## src/rtl/e1fc_pkg.sv

```systemverilog
package e1fc_pkg;
  // Core clock and the two line rates, all in kHz or kbit/s.
  localparam int E1FC_CLK_KHZ = 25000;
  localparam int E1FC_E1_KBPS = 2048;
  localparam int E1FC_T1_KBPS = 1544;

  // Register byte offsets on the plain register port.
  localparam logic [7:0] E1FC_REG_CFG = 8'h00;
  localparam logic [7:0] E1FC_REG_STATUS = 8'h04;
  localparam logic [7:0] E1FC_REG_MASK = 8'h08;
  localparam logic [7:0] E1FC_REG_STATE = 8'h0c;

  // Event bit positions shared by status and mask.
  localparam int E1FC_EV_LOSS = 0;
  localparam int E1FC_EV_RESTORE = 1;
  localparam int E1FC_EV_FEF_RX = 2;
  localparam int E1FC_NUM_EV = 3;

  // Line code history depths: HDB3 needs four symbols, B8ZS eight.
  localparam int E1FC_DEPTH = 8;
  localparam logic [3:0] E1FC_HDB3_RUN = 4'h4;
  localparam logic [3:0] E1FC_B8ZS_RUN = 4'h8;
  localparam logic [3:0] E1FC_RUN_MAX = 4'hf;
  // Bits of alternating pattern that mark a far-end fault on receive.
  localparam int E1FC_FEF_DET_BITS = 32;

  // Values after reset.
  localparam logic [3:0] E1FC_CFG_RESET = 4'h0;
  localparam logic [2:0] E1FC_MASK_RESET = 3'h0;

  typedef enum logic [1:0] {
    E1FC_LOOP_NORMAL,
    E1FC_LOOP_LOCAL,
    E1FC_LOOP_REMOTE,
    E1FC_LOOP_REQUEST
  } e1fc_loop_type;

  typedef enum logic [1:0] {
    E1FC_SYM_ZERO,
    E1FC_SYM_MARK,
    E1FC_SYM_VIOL,
    E1FC_SYM_BIP
  } e1fc_sym_type;

  // Same layout as the four front switches, switch 1 in bit 0.
  typedef struct packed {
    e1fc_loop_type loop;
    logic fef_en;
    logic line_ami;
  } e1fc_cfg_type;

  // All pins that come from outside the clock domain.
  typedef struct packed {
    logic [3:0] dip;
    logic managed;
    logic fiber_sd;
    logic fiber_data;
    logic fiber_clk;
    logic cu_neg;
    logic cu_pos;
    logic cu_clk;
  } e1fc_pins_type;
endpackage : e1fc_pkg

```

## src/rtl/e1fc_ctrl.sv

```systemverilog
`timescale 1ns/1ns
module e1fc_ctrl import e1fc_pkg::*; #(
  parameter int LINE_KBPS = E1FC_E1_KBPS
) (
  input wire logic clk,
  input wire logic rst_n,
  input wire logic [7:0] reg_addr,
  input wire logic [31:0] reg_wdata,
  input wire logic reg_wr,
  input wire logic reg_rd,
  output logic [31:0] reg_rdata,
  output logic irq,
  input wire logic copper_rx_clk,
  input wire logic copper_rx_pos,
  input wire logic copper_rx_neg,
  output logic copper_tx_clk,
  output logic copper_tx_pos,
  output logic copper_tx_neg,
  input wire logic fiber_rx_clk,
  input wire logic fiber_rx_data,
  input wire logic fiber_sd,
  output logic fiber_tx_clk,
  output logic fiber_tx_data,
  input wire logic managed,
  input wire logic [3:0] dip_sw,
  output logic [3:0] peer_cfg,
  output logic peer_cfg_valid
);
  // T1 substitutes eight zeros, E1 four.
  localparam bit IS_T1 = (LINE_KBPS == E1FC_T1_KBPS);
  localparam logic [15:0] ACC_STEP = 16'(LINE_KBPS);
  localparam logic [15:0] ACC_WRAP = 16'(E1FC_CLK_KHZ);

  e1fc_pins_type pins, s1_q, s2_q, s3_q, filt_q, filt_d;
  logic cuclk_prev_q, fclk_prev_q, tick_c, tick_f, tick_ref;
  logic [15:0] acc_q, acc_d;
  e1fc_cfg_type cfg_mgmt_q, cfg_mgmt_d, cfg;
  logic [2:0] status_q, status_d, mask_q, mask_d, ev;
  logic [31:0] rdata_q, rdata_d;
  logic irq_q, irq_d;
  logic fiber_ok_q, fef_rx_q, fef_rx_d;
  logic [E1FC_FEF_DET_BITS-1:0] fsh_q, fsh_d;
  logic local_lb, remote_lb, fef_tx, ais;
  logic [3:0] peer_q, peer_d;
  logic peer_v_q, peer_v_d;

  assign pins = {dip_sw, managed, fiber_sd, fiber_rx_data, fiber_rx_clk,
                 copper_rx_neg, copper_rx_pos, copper_rx_clk};

  // A pin change is taken once stages two and three agree.
  always_comb begin
    filt_d = (s3_q & ~(s2_q ^ s3_q)) | (filt_q & (s2_q ^ s3_q));
  end

  always_ff @(posedge clk) begin
    if (!rst_n) begin
      s1_q <= '0;
      s2_q <= '0;
      s3_q <= '0;
      filt_q <= '0;
      cuclk_prev_q <= 1'b0;
      fclk_prev_q <= 1'b0;
    end else begin
      s1_q <= pins;
      s2_q <= s1_q;
      s3_q <= s2_q;
      filt_q <= filt_d;
      cuclk_prev_q <= filt_q.cu_clk;
      fclk_prev_q <= filt_q.fiber_clk;
    end
  end

  // Symbol ticks: rising edges of the copper and fiber receive clocks.
  assign tick_c = filt_q.cu_clk & ~cuclk_prev_q;
  assign tick_f = filt_q.fiber_clk & ~fclk_prev_q;

  // Fractional divider gives a local reference at the line rate, used
  // only while no fiber clock can be recovered.
  always_comb begin
    acc_d = acc_q + ACC_STEP;
    tick_ref = 1'b0;
    if (acc_d >= ACC_WRAP) begin
      acc_d = acc_d - ACC_WRAP;
      tick_ref = 1'b1;
    end
  end

  // Managed chassis overrides the switches entirely.
  assign cfg = filt_q.managed ? cfg_mgmt_q : e1fc_cfg_type'(filt_q.dip);
  assign local_lb = (cfg.loop == E1FC_LOOP_LOCAL);
  assign remote_lb = (cfg.loop == E1FC_LOOP_REMOTE);
  assign fef_tx = cfg.fef_en & ~fiber_ok_q;
  assign ais = ~fiber_ok_q | fef_rx_q;

  // Receive fault watch: loss of light and alternating fault pattern.
  always_comb begin
    fsh_d = fsh_q;
    fef_rx_d = fef_rx_q;
    if (tick_f) begin
      fsh_d = {fsh_q[E1FC_FEF_DET_BITS-2:0], filt_q.fiber_data};
      fef_rx_d = &(fsh_d[E1FC_FEF_DET_BITS-2:0] ^
                   fsh_d[E1FC_FEF_DET_BITS-1:1]);
    end
    if (!filt_q.fiber_sd) begin
      fef_rx_d = 1'b0;
    end
    ev = '0;
    ev[E1FC_EV_LOSS] = fiber_ok_q & ~filt_q.fiber_sd;
    ev[E1FC_EV_RESTORE] = ~fiber_ok_q & filt_q.fiber_sd;
    ev[E1FC_EV_FEF_RX] = fef_rx_d & ~fef_rx_q;
  end

  // Register port; a status read clears, but a new event still sets.
  always_comb begin
    cfg_mgmt_d = cfg_mgmt_q;
    mask_d = mask_q;
    rdata_d = '0;
    status_d = status_q;
    if (reg_wr && reg_addr == E1FC_REG_CFG) begin
      cfg_mgmt_d = reg_wdata[3:0];
    end
    if (reg_wr && reg_addr == E1FC_REG_MASK) begin
      mask_d = reg_wdata[E1FC_NUM_EV-1:0];
    end
    if (reg_rd) begin
      unique case (reg_addr)
        E1FC_REG_CFG: rdata_d = {28'h0, cfg_mgmt_q};
        E1FC_REG_STATUS: begin
          rdata_d = {29'h0, status_q};
          status_d = '0;
        end
        E1FC_REG_MASK: rdata_d = {29'h0, mask_q};
        E1FC_REG_STATE: rdata_d = {22'h0, fef_rx_q, ais, fef_tx,
                                   filt_q.managed, fiber_ok_q, 1'b0,
                                   cfg};
        default: rdata_d = '0;
      endcase
    end
    status_d = status_d | ev;
    irq_d = |(status_d & mask_d);
  end

  // Peer relay: managed settings go out whole; a requested remote
  // loopback asks the peer to loop its fiber side.
  always_comb begin
    peer_d = cfg;
    peer_v_d = filt_q.managed;
    if (cfg.loop == E1FC_LOOP_REQUEST) begin
      peer_d[3:2] = E1FC_LOOP_REMOTE;
      peer_v_d = 1'b1;
    end
  end

  always_ff @(posedge clk) begin
    if (!rst_n) begin
      acc_q <= '0;
      cfg_mgmt_q <= E1FC_CFG_RESET;
      mask_q <= E1FC_MASK_RESET;
      status_q <= '0;
      rdata_q <= '0;
      irq_q <= 1'b0;
      fiber_ok_q <= 1'b0;
      fsh_q <= '0;
      fef_rx_q <= 1'b0;
      peer_q <= E1FC_CFG_RESET;
      peer_v_q <= 1'b0;
    end else begin
      acc_q <= acc_d;
      cfg_mgmt_q <= cfg_mgmt_d;
      mask_q <= mask_d;
      status_q <= status_d;
      rdata_q <= rdata_d;
      irq_q <= irq_d;
      fiber_ok_q <= filt_q.fiber_sd;
      fsh_q <= fsh_d;
      fef_rx_q <= fef_rx_d;
      peer_q <= peer_d;
      peer_v_q <= peer_v_d;
    end
  end

  // Copper receive decoder. Eight symbols of delay cover the longest
  // substitution, so zeros are restored before a bit leaves.
  logic [E1FC_DEPTH-1:0][1:0] hist_q, hist_d;
  logic [E1FC_DEPTH-1:0] dat_q, dat_d;
  logic dpol_q, dpol_d, dami_q, dami_d, rx_mark, rx_viol;

  always_comb begin
    hist_d = hist_q;
    dat_d = dat_q;
    dpol_d = dpol_q;
    dami_d = dami_q;
    rx_mark = filt_q.cu_pos ^ filt_q.cu_neg;
    rx_viol = rx_mark & (filt_q.cu_pos == dpol_q);
    if (tick_c) begin
      hist_d = {hist_q[E1FC_DEPTH-2:0], filt_q.cu_pos, filt_q.cu_neg};
      dat_d = {dat_q[E1FC_DEPTH-2:0], rx_mark};
      if (rx_mark) begin
        dpol_d = filt_q.cu_pos;
      end
      if (rx_mark && !rx_viol) begin
        dami_d = cfg.line_ami;
      end
      if (!dami_q && !IS_T1 && rx_viol) begin
        dat_d[3:0] = '0;
      end
      if (!dami_q && IS_T1 && hist_d[7:5] == '0 && hist_d[2] == 2'b00 &&
          hist_d[4] != 2'b00 && hist_d[3] != 2'b00 &&
          hist_d[4] == hist_d[0] && hist_d[3] == hist_d[1] &&
          hist_d[4] != hist_d[3]) begin
        dat_d = '0;
      end
    end
  end

  always_ff @(posedge clk) begin
    if (!rst_n) begin
      hist_q <= '0;
      dat_q <= '0;
      dpol_q <= 1'b0;
      dami_q <= 1'b0;
    end else begin
      hist_q <= hist_d;
      dat_q <= dat_d;
      dpol_q <= dpol_d;
      dami_q <= dami_d;
    end
  end

  // Copper transmit encoder and its timing source.
  e1fc_sym_type [E1FC_DEPTH-1:0] sym_q, sym_d;
  logic tick_tx, tx_bit, tpol_q, tpol_d, par_q, par_d, eami_q, eami_d;
  logic [3:0] run_q, run_d;
  logic cpos_q, cpos_d, cneg_q, cneg_d, cclk_q, cclk_d;

  always_comb begin
    // Local loop follows copper timing; otherwise the recovered fiber
    // clock times the line, falling back to the reference on loss.
    if (local_lb) begin
      tick_tx = tick_c;
      cclk_d = filt_q.cu_clk;
      tx_bit = dat_q[E1FC_DEPTH-1];
    end else if (fiber_ok_q) begin
      tick_tx = tick_f;
      cclk_d = filt_q.fiber_clk;
      tx_bit = ais | filt_q.fiber_data;
    end else begin
      tick_tx = tick_ref;
      cclk_d = tick_ref;
      tx_bit = 1'b1;
    end
    sym_d = sym_q;
    tpol_d = tpol_q;
    par_d = par_q;
    eami_d = eami_q;
    run_d = run_q;
    cpos_d = cpos_q;
    cneg_d = cneg_q;
    if (tick_tx) begin
      unique case (sym_q[E1FC_DEPTH-1])
        E1FC_SYM_ZERO: begin
          cpos_d = 1'b0;
          cneg_d = 1'b0;
        end
        E1FC_SYM_VIOL: begin
          cpos_d = tpol_q;
          cneg_d = ~tpol_q;
        end
        E1FC_SYM_MARK, E1FC_SYM_BIP: begin
          tpol_d = ~tpol_q;
          cpos_d = ~tpol_q;
          cneg_d = tpol_q;
        end
      endcase
      sym_d = {sym_q[E1FC_DEPTH-2:0],
               tx_bit ? E1FC_SYM_MARK : E1FC_SYM_ZERO};
      if (tx_bit) begin
        run_d = '0;
        par_d = ~par_q;
        eami_d = cfg.line_ami;
      end else if (run_q != E1FC_RUN_MAX) begin
        run_d = run_q + 4'h1;
      end
      if (!eami_q && !IS_T1 && run_d == E1FC_HDB3_RUN) begin
        sym_d[0] = E1FC_SYM_VIOL;
        if (!par_q) begin
          sym_d[3] = E1FC_SYM_BIP;
        end
        par_d = 1'b0;
        run_d = '0;
      end
      if (!eami_q && IS_T1 && run_d == E1FC_B8ZS_RUN) begin
        sym_d[4] = E1FC_SYM_VIOL;
        sym_d[3] = E1FC_SYM_BIP;
        sym_d[1] = E1FC_SYM_VIOL;
        sym_d[0] = E1FC_SYM_BIP;
        run_d = '0;
      end
    end
  end

  always_ff @(posedge clk) begin
    if (!rst_n) begin
      sym_q <= {E1FC_DEPTH{E1FC_SYM_ZERO}};
      tpol_q <= 1'b0;
      par_q <= 1'b0;
      eami_q <= 1'b0;
      run_q <= '0;
      cpos_q <= 1'b0;
      cneg_q <= 1'b0;
      cclk_q <= 1'b0;
    end else begin
      sym_q <= sym_d;
      tpol_q <= tpol_d;
      par_q <= par_d;
      eami_q <= eami_d;
      run_q <= run_d;
      cpos_q <= cpos_d;
      cneg_q <= cneg_d;
      cclk_q <= cclk_d;
    end
  end

  // Fiber transmit: copper data at copper timing, or the fiber input
  // looped back; the fault pattern replaces both on loss of light.
  logic fph_q, fph_d, fdat_q, fdat_d, fclk_q, fclk_d;

  always_comb begin
    fph_d = fph_q;
    fdat_d = fdat_q;
    fclk_d = remote_lb ? filt_q.fiber_clk : filt_q.cu_clk;
    if (remote_lb ? tick_f : tick_c) begin
      fph_d = ~fph_q;
      if (fef_tx) begin
        fdat_d = fph_q;
      end else if (remote_lb) begin
        fdat_d = filt_q.fiber_data;
      end else begin
        fdat_d = dat_q[E1FC_DEPTH-1];
      end
    end
  end

  always_ff @(posedge clk) begin
    if (!rst_n) begin
      fph_q <= 1'b0;
      fdat_q <= 1'b0;
      fclk_q <= 1'b0;
    end else begin
      fph_q <= fph_d;
      fdat_q <= fdat_d;
      fclk_q <= fclk_d;
    end
  end

  assign reg_rdata = rdata_q;
  assign irq = irq_q;
  assign copper_tx_clk = cclk_q;
  assign copper_tx_pos = cpos_q;
  assign copper_tx_neg = cneg_q;
  assign fiber_tx_clk = fclk_q;
  assign fiber_tx_data = fdat_q;
  assign peer_cfg = peer_q;
  assign peer_cfg_valid = peer_v_q;
endmodule : e1fc_ctrl

```

## config.mk

```make
export PLATFORM = sky130hd
export DESIGN_NAME = e1fc_ctrl
export DESIGN_NICKNAME = d
export VERILOG_FILES = /design/src/rtl/e1fc_pkg.sv /design/src/rtl/e1fc_ctrl.sv
export SDC_FILE = /design/constraint.sdc
export NUM_CORES = 1
export LEC_CHECK = 0
export BUFFER_PORTS_ARGS = -buffer_cell sky130_fd_sc_hd__clkbuf_2
export CORE_ASPECT_RATIO = 0.6
export CORE_MARGIN = 10
export CORE_UTILIZATION = 35
export DETAILED_ROUTE_END_ITERATION = 10
export PLACE_DENSITY_LB_ADDON = 0.05
export SYNTH_ARGS = -nofsm -noshare
export SYNTH_HDL_FRONTEND = slang
export SYNTH_SLANG_ARGS = --single-unit
```

## constraint.sdc

```tcl
create_clock -name clk -period 2.3 [get_ports clk]
set_input_delay 0.345 -clock clk [delete_from_list [all_inputs] [get_ports clk]]
set_output_delay 0.345 -clock clk [all_outputs]
set_load 0.01 [all_outputs]
```

[After elaboration in Yosys (flattened, before gate mapping)]
Index checks and enable logic that the tools add are counted.
Widths: inputs -> output; s select.
Word-level totals
  bits in registers: 182
  bits of input ports: 55
  output and inout bits: 43
Cells by class
  $add $sub $neg: 3
  order comparisons: 1
  equal/unequal tests: 12
  multiplexer cells: 34
  bitwise gates (word level): 27
  reduce and logical (&&, ||, !) cells: 21
Operators by type and width (count)
  $pmux 10 s4: 1
  $reduce_and 31->1: 1
  $xor 31x31->31: 1
  $mux 4: 6
  $and 11x11->11: 2
  $mux 1: 17
  $add 16x12->16 const B: 1
  $eq 8x4->1 const B: 2
  $ge 16x15->1 const B: 1
  $mux 16: 1
  $sub 16x15->16 const B: 1
  $reduce_and 2->1: 6
  $not 11->11: 1
  $or 11x11->11: 1
  $xor 11x11->11: 1
  $mux 3: 3
  $not 1->1: 9
  $eq 2x2->1 const B: 4
  $eq 8x3->1 const B: 1
  $logic_not 8->1: 1
  $mux 2: 4
  $and 1x1->1: 7
  $pmux 1 s3: 2
  $logic_and 1x1->1: 5
  14 further kinds: 19

[Longest topological paths before layout]
  depth in word-level cells: 11
  gate-level depth with buffers: 9
  gate-level depth less buffers: 8

[Least setup slack after synthesis]
Ideal clock, no wire load.
  kind: register -> register
  from: reg acc_q[11]
  to: reg acc_q[11]
  arrival time: 1.943 ns
  path slack: 0.230 ns
  stages on the path, launching flop included: 10
  buffers on the path: 2
  period minus slack after synthesis: 2.070 ns
  path through: dfxtp_1 > ha_1 > buf_2 > nand3_1 > xnor2_1 > nor4_2 > buf_4 > nor4b_1 > xor2_1 > nor2_1
Between the ends
  word-level cells in the longest chain between the ends: 3
  elaborated cells on any way between the ends: 4
  classes of those cells: add/sub (2); order compare (1); mux (1)
Ends and longest elaborated chain
  start, declared: line e1fc_ctrl.sv:36  | logic [15:0] acc_q, acc_d;
  start signal, assigned: line e1fc_ctrl.sv:156  | acc_q <= '0;
  start signal, assigned: line e1fc_ctrl.sv:168  | acc_q <= acc_d;
  $add 16x12->16 *: line e1fc_ctrl.sv:80  | acc_d = acc_q + ACC_STEP;
  $sub 16x15->16 / $ge 16x15->1 (equally long branches): line e1fc_ctrl.sv:83, e1fc_ctrl.sv:82
  $mux 16 *: line e1fc_ctrl.sv:82  | if (acc_d >= ACC_WRAP) begin
Mark *: on every way between the ends. The rest lies on a longest branch, timed or not.
A chain may end at the register's enable or synchronous reset.

[Final worst setup path]
  from: reg acc_q[12]
  to: reg par_q
Between the ends
  word-level cells in the longest chain between the ends: 6
Ends and longest elaborated chain
  $add 16x12->16: line e1fc_ctrl.sv:80
  $ge 16x15->1: line e1fc_ctrl.sv:82
  $mux 1: line e1fc_ctrl.sv:82
  $mux 1: line e1fc_ctrl.sv:243  | end else if (fiber_ok_q) begin
  $mux 1: line e1fc_ctrl.sv:239  | if (local_lb) begin
  $reduce_and 2->1 (no line)
  end signal, assigned: line e1fc_ctrl.sv:315  | par_q <= par_d;
  end, declared: line e1fc_ctrl.sv:232  | logic tick_tx, tx_bit, tpol_q, tpol_d, par_q, par_d, eami_q, eami_d;
No other way between the ends.

==> Flow_metrics.wiki <==
{| class="wikitable"
! Metric !! Value
|-
| Outcome || finished, final reports clean
|-
| Via count of the first global-routing pass || 4614
|-
| CP max stage delay || 0.45 ns
|-
| DRC errors left || 0
|-
| Final Hold Vio Count || 0
|-
| Number of placed instances with taps included || 986
|-
| Destination of the worst register-to-register timing path || par_q$_SDFFE_PN0P_
|-
| Buffers and inverters on the worst path || 1
|-
| Pwr per Cell Area || 751 mW/mm^2
|-
| Mapped Cells || 713
|-
| 1st-pass router iterations || 7
|-
| Effective utilization at floorplan || 35.5%
|-
| Synth warnings || 0
|-
| Number of maximum-capacitance constraint violations || 0
|-
| Number of synthesized register bits || 156
|-
| Reg2reg path depth || 8
|-
| Met1 Resource Use GR || 15.7%
|-
| Mapped Avg Cell Area || 8.98 um^2
|-
| Worst IR Drop VDD || 0.521 mV
|-
| Max-slew violations || 0
|-
| Share of final-layout standard cells stronger than drive strength 1 || 16.5%
|-
| Starting DRC count in detailed routing || 312
|-
| Total of endpoints with negative setup slack in the final report || 0
|-
| Post-route standard cell area excluding fillers || 0.00747 mm^2
|-
| Total placed instance area || 0.00691 mm^2
|-
| Number of antenna cells inserted || 0
|-
| Post-synth EDFFs || 0
|-
| Clock tree from TritonCTS || yes
|-
| Hold path endpoint || s1_q[8]$_SDFF_PN0_
|-
| Worst Path Class, Setup || reg2reg
|-
| Cell depth of the worst min-delay path || 2
|-
| Predominant post-synthesis flop cell || dfxtp_1
|-
| Die Y-Extent || 125 um
|-
| Top-Level Pins || 98
|-
| Crit-path max FO || 33
|-
| Worst rel slew slack || 61.4%
|-
| Post-CTS setup buffers || 0
|-
| Clk_lat worst skew || 0.42 ns
|-
| Netlist area before placement || 0.00640 mm^2
|-
| Leakage component of the power || 2.72 nW
|-
| Residual overflow from global routing || 0
|-
| Beginning of the worst hold path || dip_sw[1]
|-
| Fraction of the yosys area taken by sequential cells || 48.8%
|-
| Number of port buffers || 46
|-
| Longest Clk Path Bufs || 2
|-
| Number of nets in the layout || 825
|-
| Total number of placement rows || 38
|-
| Min-delay worst type || in2reg
|-
| Global routing usage summed across all routing layers || 11.6%
|-
| Top delay family on crit path || simple AND/OR/NAND/NOR gates
|-
| Wire length reported by the detailed router || 14100 um
|-
| Fraction of synthesis flops using an asynchronous set or reset pin || 0%
|-
| Clock period minus final worst setup slack || 2.13 ns
|-
| Half-perimeter wire length of the detailed placement result || 9830 um
|-
| Max stage delay cell, worst path || dfxtp_1
|-
| Req. time, crit path || 2.61 ns
|-
| Antenna violations before repair || 0
|-
| Element type at the critical path start || flop
|-
| Ordered cell list for the critical path || ha_2 -> nand3_1 -> xnor2_2 -> nor4_4 -> o21ai_2 -> buf_12 -> nor2b_1 -> o211a_1
|-
| Sum Neg Setup Slack || 0 ns
|-
| Register-to-register setup slack || 0.17 ns
|-
| Average via count per standard cell || 4.70
|-
| Clock transition time at the flip-flop clock pins of the worst setup and hold paths || 0.07 ns
|-
| Final core utilization || 41.5%
|-
| Dpl ws || 0.0595 ns
|-
| Final GP Congestion || 0.755
|-
| TritonCTS sink count || 156
|-
| Detailed-route wire length per cell || 13.9 um
|-
| Clock tree root buffer cell || clkbuf_16
|-
| Largest net degree at the start of global routing || 66
|-
| Antenna Nets Post-Route || 0
|-
| Worst Clk Skew || 0.0130 ns
|-
| Unique masters post-synth || 59
|-
| Maximum clock frequency || 0.469 GHz
|-
| Kind of end point of the critical path || flop
|-
| Worst slew pin tran || 0.573 ns
|-
| Die area || 0.0243 mm^2
|-
| Worst slack on hold paths || 0.125 ns
|-
| Pwr Total || 5.61 mW
|-
| Non-filler instance count after layout || 1018
|-
| Global routing's busiest layer || met2
|-
| Horiz. Die Dim || 195 um
|-
| Area of the placeable core || 0.0180 mm^2
|-
| Final Cycle Share || 92.6%
|-
| Area overhead of the layout relative to synthesis || 16.7%
|-
| Global-route wire length before repair || 23500 um
|-
| Met3 Track Usage GR || 3.09%
|-
| Smallest setup slack after layout || 0.170 ns
|-
| Number of buffers inserted during clock tree synthesis || 17
|-
| M2 GR Usage || 17.4%
|-
| Total number of vias || 4781
|-
| H-tree depth || 4
|-
| CP arrival || 2.44 ns
|-
| R2R Path Start || acc_q[12]$_SDFF_PN0_
|}
## where the power goes
group | internal [mW] | leakage, nW | switching (mW)
combinational | 0.0903 | 1.19 | 0.138
clock | 1.43 | 0.267 | 1.19
sequential | 2.74 | 1.26 | 0.0238
## cell usage in the layout (no fill, tap or decap), types with 3 or more instances in the layout
cell type,count
a211oi_1,9
a21oi_1,70
a22oi_1,3
and2_1,41
buf_4,23
clkbuf_16,17
clkbuf_2,46
clkinv_4,3
conb_1,23
dfxtp_1,156
ha_1,4
inv_1,9
inv_6,5
mux2_2,5
mux2i_1,26
nand2_1,116
nand2b_1,11
nand3_1,8
nand3b_1,12
nand4b_1,5
nor2_1,60
nor2b_1,9
nor3_1,11
nor3b_1,3
nor4bb_1,11
o21ai_0,23
o22ai_1,3
xnor2_1,11
xor2_1,4
## per-layer routing
| metal | wire length, um | up-vias | share of wire (%) |
|---|---|---|---|
| met1 | 7170 | 2239 | 51 |
| met3 | 543 | 12 | 3.8 |
| met5 | 0 | - | 0 |
| li1 | - | 2475 | - |
| met2 | 6280 | 55 | 44 |
| met4 | 129 | 0 | 0.91 |
## flip-flops by register name, indices dropped and copies added (netlist names), 3 cells and up, named ones only
signal	cells
dat_q	8
status_q	3
reg_rdata	9
s2_q	11
acc_q	13
peer_cfg	4
s3_q	11
cfg_mgmt_q	4
run_q	4
fsh_q	31
mask_q	3
s1_q	11
sym_q	16
## area by class of cell
class | count | area (um^2)
Clock inverter | 13 | 106
Timing Repair Buffer | 71 | 443
Sequential cell | 156 | 3120
Fill cell | 1814 | 10500
Inverter | 10 | 37.5
Tap cell | 240 | 300
Multi-Input combinational cell | 509 | 3020
Clock buffer | 19 | 443
## worst max path at each step
stage | cells past startpoint | startpoint | to
final | 8 | acc_q[12]$_SDFF_PN0_ | par_q$_SDFFE_PN0P_
after global routing | 8 | acc_q[12]$_SDFF_PN0_ | par_q$_SDFFE_PN0P_
after CTS | 8 | acc_q[12]$_SDFF_PN0_ | par_q$_SDFFE_PN0P_
after detailed placement | 8 | acc_q[12]$_SDFF_PN0_ | par_q$_SDFFE_PN0P_
after global placement | 7 | reg_addr[5] | irq$_SDFF_PN0_
after floorplan | 9 | acc_q[11]$_SDFF_PN0_ | acc_q[11]$_SDFF_PN0_
## synth_stat cells (8+ instances only)
master | number | share of area [%]
nand2_1 | 116 | 6.8
mux2i_1 | 26 | 4.1
dfxtp_1 | 156 | 49
nand3b_1 | 12 | 1.4
nor2b_1 | 10 | 0.98
nor4bb_1 | 11 | 1.7
buf_4 | 26 | 3.0
nand3_1 | 8 | 0.63
a211oi_1 | 9 | 1.1
nand2b_1 | 11 | 1.1
nor3_1 | 11 | 0.86
xnor2_1 | 12 | 1.6
a21oi_1 | 70 | 5.5
and2_1 | 41 | 4.0
clkbuf_1 | 27 | 1.6
inv_1 | 9 | 0.53
nor2_1 | 60 | 3.5
o21ai_0 | 23 | 1.8
## what timing repair did
item	CTS	global route
gates resized for setup	0	3
endpoints found under the setup margin	0	36
hold buffers	0	0
## kinds of logic after synthesis
logic type / count (synthesis) / synth area share [%]
XOR/XNOR: 16 / 2.19
multiplexers: 34 / 5.88
flip-flops: 156 / 48.8
other: 1 / 0.0586
buffers and inverters: 70 / 5.69
adder cells (fa/ha/maj): 5 / 0.977
AND/OR/NAND/NOR: 303 / 24.3
AO/OA/AOI/OAI: 128 / 12.1
No activity file was read; power rests on OpenSTA's default activity.
